**src/rtl/pwr_mode_regs.svh**
```systemverilog
// Offsets, fields, reset values and timing counts of the power mode block
`ifndef PWR_MODE_REGS_SVH
`define PWR_MODE_REGS_SVH

`define POWER_CONTROL_ADDR  8'h87
`define POWER_CONTROL_RESET 8'h00
`define LIGHT_SLEEP_BIT     0
`define DEEP_SLEEP_BIT      1
`define SPARE_LSB           2
`define SPARE_MSB           6
`define BAUD_DOUBLER_BIT    7
`define CLK_LOSS_TIMEOUT_NS  100000
`define CLK_PERIOD_NS        25
`define CLK_LOSS_TIMEOUT_CYC (`CLK_LOSS_TIMEOUT_NS / `CLK_PERIOD_NS)

`endif

```
**src/rtl/pwr_mode_pkg.sv**
```systemverilog
// Types of the power mode block
package pwr_mode_pkg;
    typedef enum logic [2:0] {
        ST_RUN   = 3'b001,
        ST_LIGHT = 3'b010,
        ST_DEEP  = 3'b100
    } pwr_state_t;
endpackage

```
**src/rtl/cpu_power_mode_control.sv**
```systemverilog
// Processor light and deep sleep control with wake and reset exits
`timescale 1ns/1ps
`include "pwr_mode_regs.svh"
// Contract
// - Light sleep gates only CPU clock
// - Light sleep keeps registers and memory
// - Enabled interrupt or reset ends light
// - Interrupt serviced, then resume next instruction
// - Reset exit restarts fetch at zero
// - Watchdog timeout resets out of light
// - Deep sleep stops CPU and oscillators
// - Only reset ends deep sleep
// - Missing clock detector resets deep sleep
// - Sleep select bits always read zero
// - Top bit doubles serial baud rate
// - Bits six to two are flags
module cpu_power_mode_control
    import pwr_mode_pkg::*;
(
    // Clock and reset
    input  wire logic       mclk,
    input  wire logic       rst_b,
    // Register port, write taken when instruction completes
    input  wire logic [7:0] sfr_addr,
    input  wire logic       sfr_wr,
    input  wire logic [7:0] sfr_wdata,
    output logic      [7:0] sfr_rdata,
    // Interrupt controller and reset sources
    input  wire logic       irq_pending,
    input  wire logic       reset_pin,
    input  wire logic       watchdog_timer_en,
    input  wire logic       watchdog_timer_timeout,
    input  wire logic       missing_clock_detector_en,
    // Clock and reset control
    output logic            cpu_clk_en,
    output logic            osc_en,
    output logic            wake_irq,
    output logic            sys_reset_req,
    output logic            in_light_sleep,
    output logic            in_deep_sleep,
    // Serial and flag outputs
    output logic            baud_doubler,
    output logic      [4:0] spare_flags
);
    localparam int LOSS_CYC = `CLK_LOSS_TIMEOUT_CYC;

    pwr_state_t  state_r;
    pwr_state_t  state_nxt;
    logic [12:0] loss_cnt_r;
    logic [12:0] loss_cnt_nxt;
    logic        light_req;
    logic        deep_req;
    logic        wake_irq_r;
    logic        wake_irq_nxt;
    logic        rst_req_r;
    logic        rst_req_nxt;
    logic        reset_cause;

    pwr_sfr u_sfr (
        .mclk         (mclk),
        .rst_b        (rst_b),
        .sfr_addr     (sfr_addr),
        .sfr_wr       (sfr_wr),
        .sfr_wdata    (sfr_wdata),
        .sfr_rdata    (sfr_rdata),
        .light_req    (light_req),
        .deep_req     (deep_req),
        .baud_doubler (baud_doubler),
        .spare_flags  (spare_flags)
    );

    assign reset_cause = reset_pin
                         || (watchdog_timer_en && watchdog_timer_timeout);

    //--------------------------------------------------------------
    // Sleep state machine
    //--------------------------------------------------------------
    always_comb begin
        state_nxt    = state_r;
        loss_cnt_nxt = '0;
        wake_irq_nxt = 1'b0;
        rst_req_nxt  = 1'b0;
        unique case (state_r)
            ST_RUN: begin
                if (deep_req) begin
                    state_nxt = ST_DEEP;
                end else if (light_req) begin
                    state_nxt = ST_LIGHT;
                end
            end
            ST_LIGHT: begin
                if (reset_cause) begin
                    state_nxt   = ST_RUN;
                    rst_req_nxt = 1'b1;
                end else if (irq_pending) begin
                    state_nxt    = ST_RUN;
                    wake_irq_nxt = 1'b1;
                end
            end
            ST_DEEP: begin
                if (reset_pin) begin
                    state_nxt   = ST_RUN;
                    rst_req_nxt = 1'b1;
                end else if (missing_clock_detector_en) begin
                    if (32'(loss_cnt_r) >= LOSS_CYC - 1) begin
                        state_nxt   = ST_RUN;
                        rst_req_nxt = 1'b1;
                    end else begin
                        loss_cnt_nxt = loss_cnt_r + 13'h0001;
                    end
                end
            end
            default: begin
                state_nxt = ST_RUN;
            end
        endcase
    end

    always_ff @(posedge mclk) begin
        if (!rst_b) begin
            state_r    <= ST_RUN;
            loss_cnt_r <= 13'h0000;
            wake_irq_r <= 1'b0;
            rst_req_r  <= 1'b0;
        end else begin
            state_r    <= state_nxt;
            loss_cnt_r <= loss_cnt_nxt;
            wake_irq_r <= wake_irq_nxt;
            rst_req_r  <= rst_req_nxt;
        end
    end

    //--------------------------------------------------------------
    // Outputs
    //--------------------------------------------------------------
    // light sleep gates only the CPU clock, deep sleep also the oscillator
    assign cpu_clk_en     = (state_r == ST_RUN);
    assign osc_en         = (state_r != ST_DEEP);
    // core vectors, then returns to next instruction
    assign wake_irq       = wake_irq_r;
    assign sys_reset_req  = rst_req_r;
    assign in_light_sleep = (state_r == ST_LIGHT);
    assign in_deep_sleep  = (state_r == ST_DEEP);
endmodule

```
**src/rtl/pwr_sfr.sv**
```systemverilog
// Power control register: storage, readback and sleep trigger pulses
`timescale 1ns/1ps
`include "pwr_mode_regs.svh"
module pwr_sfr (
    // Clock and reset
    input  wire logic       mclk,
    input  wire logic       rst_b,
    // Register port
    input  wire logic [7:0] sfr_addr,
    input  wire logic       sfr_wr,
    input  wire logic [7:0] sfr_wdata,
    output logic      [7:0] sfr_rdata,
    // Decoded fields
    output logic            light_req,
    output logic            deep_req,
    output logic            baud_doubler,
    output logic      [4:0] spare_flags
);
    logic [7:0] store_r;
    logic [7:0] store_nxt;
    logic       hit;

    assign hit = sfr_wr && (sfr_addr == `POWER_CONTROL_ADDR);

    always_comb begin
        store_nxt = store_r;
        if (hit) begin
            store_nxt[7:2] = sfr_wdata[7:2];
        end
    end

    always_ff @(posedge mclk) begin
        if (!rst_b) begin
            store_r <= `POWER_CONTROL_RESET;
        end else begin
            store_r <= store_nxt;
        end
    end

    assign sfr_rdata = {store_r[7:2], 2'b00};
    assign deep_req  = hit && sfr_wdata[`DEEP_SLEEP_BIT];
    assign light_req = hit && sfr_wdata[`LIGHT_SLEEP_BIT]
                       && !sfr_wdata[`DEEP_SLEEP_BIT];
    assign baud_doubler = store_r[`BAUD_DOUBLER_BIT];
    assign spare_flags  = store_r[`SPARE_MSB:`SPARE_LSB];
endmodule

```
**config.mk**
```make
export PLATFORM = sky130hd
export DESIGN_NAME = cpu_power_mode_control
export DESIGN_NICKNAME = d
export VERILOG_FILES = /design/src/rtl/pwr_mode_pkg.sv /design/src/rtl/cpu_power_mode_control.sv /design/src/rtl/pwr_sfr.sv
export VERILOG_INCLUDE_DIRS = /design/src /design/src/rtl
export SDC_FILE = /design/constraint.sdc
export NUM_CORES = 1
export LEC_CHECK = 0
export ABC_AREA = 1
export BUFFER_PORTS_ARGS = -buffer_cell sky130_fd_sc_hd__buf_2
export CORE_ASPECT_RATIO = 0.5
export CORE_MARGIN = 2
export CORE_UTILIZATION = 46
export CTS_BUF_LIST = sky130_fd_sc_hd__clkbuf_2 sky130_fd_sc_hd__clkbuf_4 sky130_fd_sc_hd__clkbuf_8
export CTS_CLUSTER_SIZE = 20
export DETAILED_ROUTE_END_ITERATION = 7
export PLACE_DENSITY = 0.74
export SLEW_MARGIN = 20
export SYNTH_ARGS = -nofsm -noshare
export SYNTH_HDL_FRONTEND = slang
export SYNTH_SLANG_ARGS = --single-unit
```
**constraint.sdc**
```tcl
create_clock -name mclk -period 2.9 [get_ports mclk]
set_input_delay 0.145 -clock mclk [delete_from_list [all_inputs] [get_ports mclk]]
set_output_delay 0.145 -clock mclk [all_outputs]
set_load 0.03 [all_outputs]
```
==> impl_metrics.toml <==
[timing]
totalNegativeSetupSlack_ps = 0
maxSlewViolCount = 0
setup_viol = 0
grt_setup_unrepaired = "no"
fin_ws_ps = 1425
fmax_mhz = 677.7
clock_skew_ps = 3.320
hold_viol_final = 0
fin_crit_ps = 1475
post-route-period-util_pct = 50.88

[synthesis]
yosysWarnings = 0
synth_area_leaders = "dfxtp_1 39%, nand2_1 8.8%, nor2_1 8.8%, inv_1 7.9%, buf_4 4.9%"
synth_edf_count = 0
post-synth-top-area-cell = "dfxtp_1"
ys_ff_latch = 24
synthesis.area_mm2 = 0.001237
avgSynthCellArea_um2 = 7.279
syn_inst = 170
synthFlopType = "dfxtp_1"
synth_cell_types = 24
synth_top_area_share_pct = 38.83
async_flop_share_pct = 0
ys_seq_area_share_pct = 38.83

[die]
rows = 13
ioPinCount = 44
start_util_pct = 48.15
die_w_um = 77.35
coreArea_mm2 = 0.002570
die_area_mm2 = 0.003146
dieHeight_um = 40.68

[global_route]
grt_antenna_before_repair = 0
grt_usage_pct = 14.23
first_global_vias = 837
grt.overflow.total = 0
grt_max_degree = 15
grt_pass1_wl_um = 3387

[power_and_ir_drop]
combPwrFrac_pct = 21.3
switching_share_pct = 29.12
clkPwrFrac_pct = 30.5
ir_drop_uv = 293.5
internal_power_uw = 519.1
powerDensity_mw_per_mm2 = 497.3
p_sw_uw = 213.3
p_leak_nw = 0.6672
seq_power_share_pct = 48.2

[final_layout]
final_common_cell = "buf_2"
syn_to_final_growth_pct = 19.01
fillers = 270
final_cell_mix = "41 x buf_2, 29 x nand2_1, 29 x nor2_1, 26 x inv_1, 24 x dfxtp_1"
drive_gt1_share_pct = 26.70
antenna_cells = 0
post-route-util_pct = 57.30
nets = 232

[clock_network]
htree_levels = 1
cts.sinks = 24
cts_buffers = 3
path_clk_slew_ps = 80
cts_tree = "built"
clkLatencyLatePin_ps = 260
cts_hold_buf = 0
postCtsSetupBuffers = 0
clk_root_buffer_cell = "clkbuf_8"
cts_resized = 0
cts_buffer_depth = 2

[setup_path]
path_cells = "ha_1, nand3_2, nor2_1, nand3_1, nand4_2, nand3b_4, nor2_1"
start_kind = "flip-flop"
cp_slowest_cell = "dfxtp_1"
worst-setup-path-type = "reg -> reg"
crit_path_frequent_cell = "nor2_1"
arrival_ps = 1640
max_stage_delay_ps = 370
worstPathRequired_ps = 3060
end_kind = "flip-flop"
cp_top_family = "simple AND/OR/NAND/NOR gates"
crit_fanout = 12
cp.buffers_inverters = 0

[routing]
vias = 1075
drtAntennaViolNets = 0
firstDrtPassIters = 4
wirelength_um = 2214
route.detailed.drc = 0
first_iter_violations = 45
routedWlPerCell_um = 9.111
via_per_inst = 4.424

[run]
maxCapViolCount = 0

[worst_hold_path]
worstHoldPathType = "in -> reg"

[place]
numPortBuffers = 41
gp_congestion = 0.7531
place_ws_ps = 1403
hpwlAfterDp_um = 1783

[run_status]
status = "complete, no violations"
==> worst paths after layout <==
kind	startpoint	to	slack, ps	cells past startpoint
worst max-delay path	loss_cnt_r[0]	loss_cnt_r[4]	1420	7
worst min-delay path	irq_pending	wake_irq	140	3
worst max register to register	loss_cnt_r[0]	loss_cnt_r[4]	1420	7
worst min register to register	u_sfr.store_r[5]	u_sfr.store_r[5]	450	2
==> per-stage QoR <==
step	instance area [µm²]	power, mW	std cells	hold slack, ps
detailed placement	1418	0.5149	239	417.5
CTS	1473	0.7379	243	135.3
finish	1473	0.7324	243	135.7
global placement	1418	0.5128	239	418.1
global route	1473	0.7660	243	162.8
floorplan	1245	0.4720	172	285.9
==> registers in the layout, indices dropped and copies added (netlist names) <==
signal,cells
loss_cnt_r,13
sys_reset_req,1
wake_irq,1
u_sfr.store_r,6
state_r,3
==> worst reg2reg max path: stages, from the launching register on <==
cell      delay, ps
dfxtp_1         370
ha_1            210
nand3_2         130
nor2_1          110
nand3_1         110
nand4_2         150
nand3b_4        220
nor2_1           60
==> routing by layer <==
layer  GRT usage [%]  part of all wire (%)  vias up
met5               0                     0        -
met1           15.36                    45      461
met2           29.57                    50       27
met4           1.786                     0        0
met3           4.846                   5.2        0
li1                -                     -      587
==> cells in the mapped netlist (2+ instances only) <==
cell / number
o21ai_0: 8
nand3_2: 2
inv_1: 26
xnor2_1: 4
buf_4: 8
xor2_1: 5
nor3_2: 3
dfxtp_1: 24
nand3_1: 7
nand4_1: 3
nor2_1: 29
a21oi_1: 10
nand2_1: 29
clkbuf_1: 2
==> cell families (layout without fill, tap and decap cells) <==
logic type,count (synthesis),count (layout),synth area share (%)
other,1,3,0.3030
adders and majority gates,1,1,1.011
AOI/OAI and AO/OA,19,19,8.595
DFF,24,24,38.83
and+or+nand+nor,79,79,30.64
xor gates and xnor gates,9,9,6.370
buffers and inverters,37,71,14.26
==> power by group through the flow <==
stage / clock [mW] / sequential (mW) / combinational, mW
5_1_grt: 0.241 / 0.355 / 0.170
6_report: 0.223 / 0.353 / 0.156
2_1_floorplan: 0 / 0.361 / 0.111
3_3_place_gp: 0 / 0.361 / 0.152
3_5_place_dp: 0 / 0.361 / 0.153
4_1_cts: 0.228 / 0.354 / 0.156
==> area by class of cell <==
| cell class | count | area [µm²] | share of cell area, % |
|---|---|---|---|
| well taps | 37 | 46.29 | 3.144 |
| multi-input cells | 111 | 588.1 | 39.93 |
| flip-flops and latches | 24 | 480.5 | 32.63 |
| clock buffers | 4 | 55.05 | 3.738 |
| repair buffers | 41 | 205.2 | 13.93 |
| inverters | 26 | 97.59 | 6.627 |
Note: power is estimated with default switching activity, not from simulation.
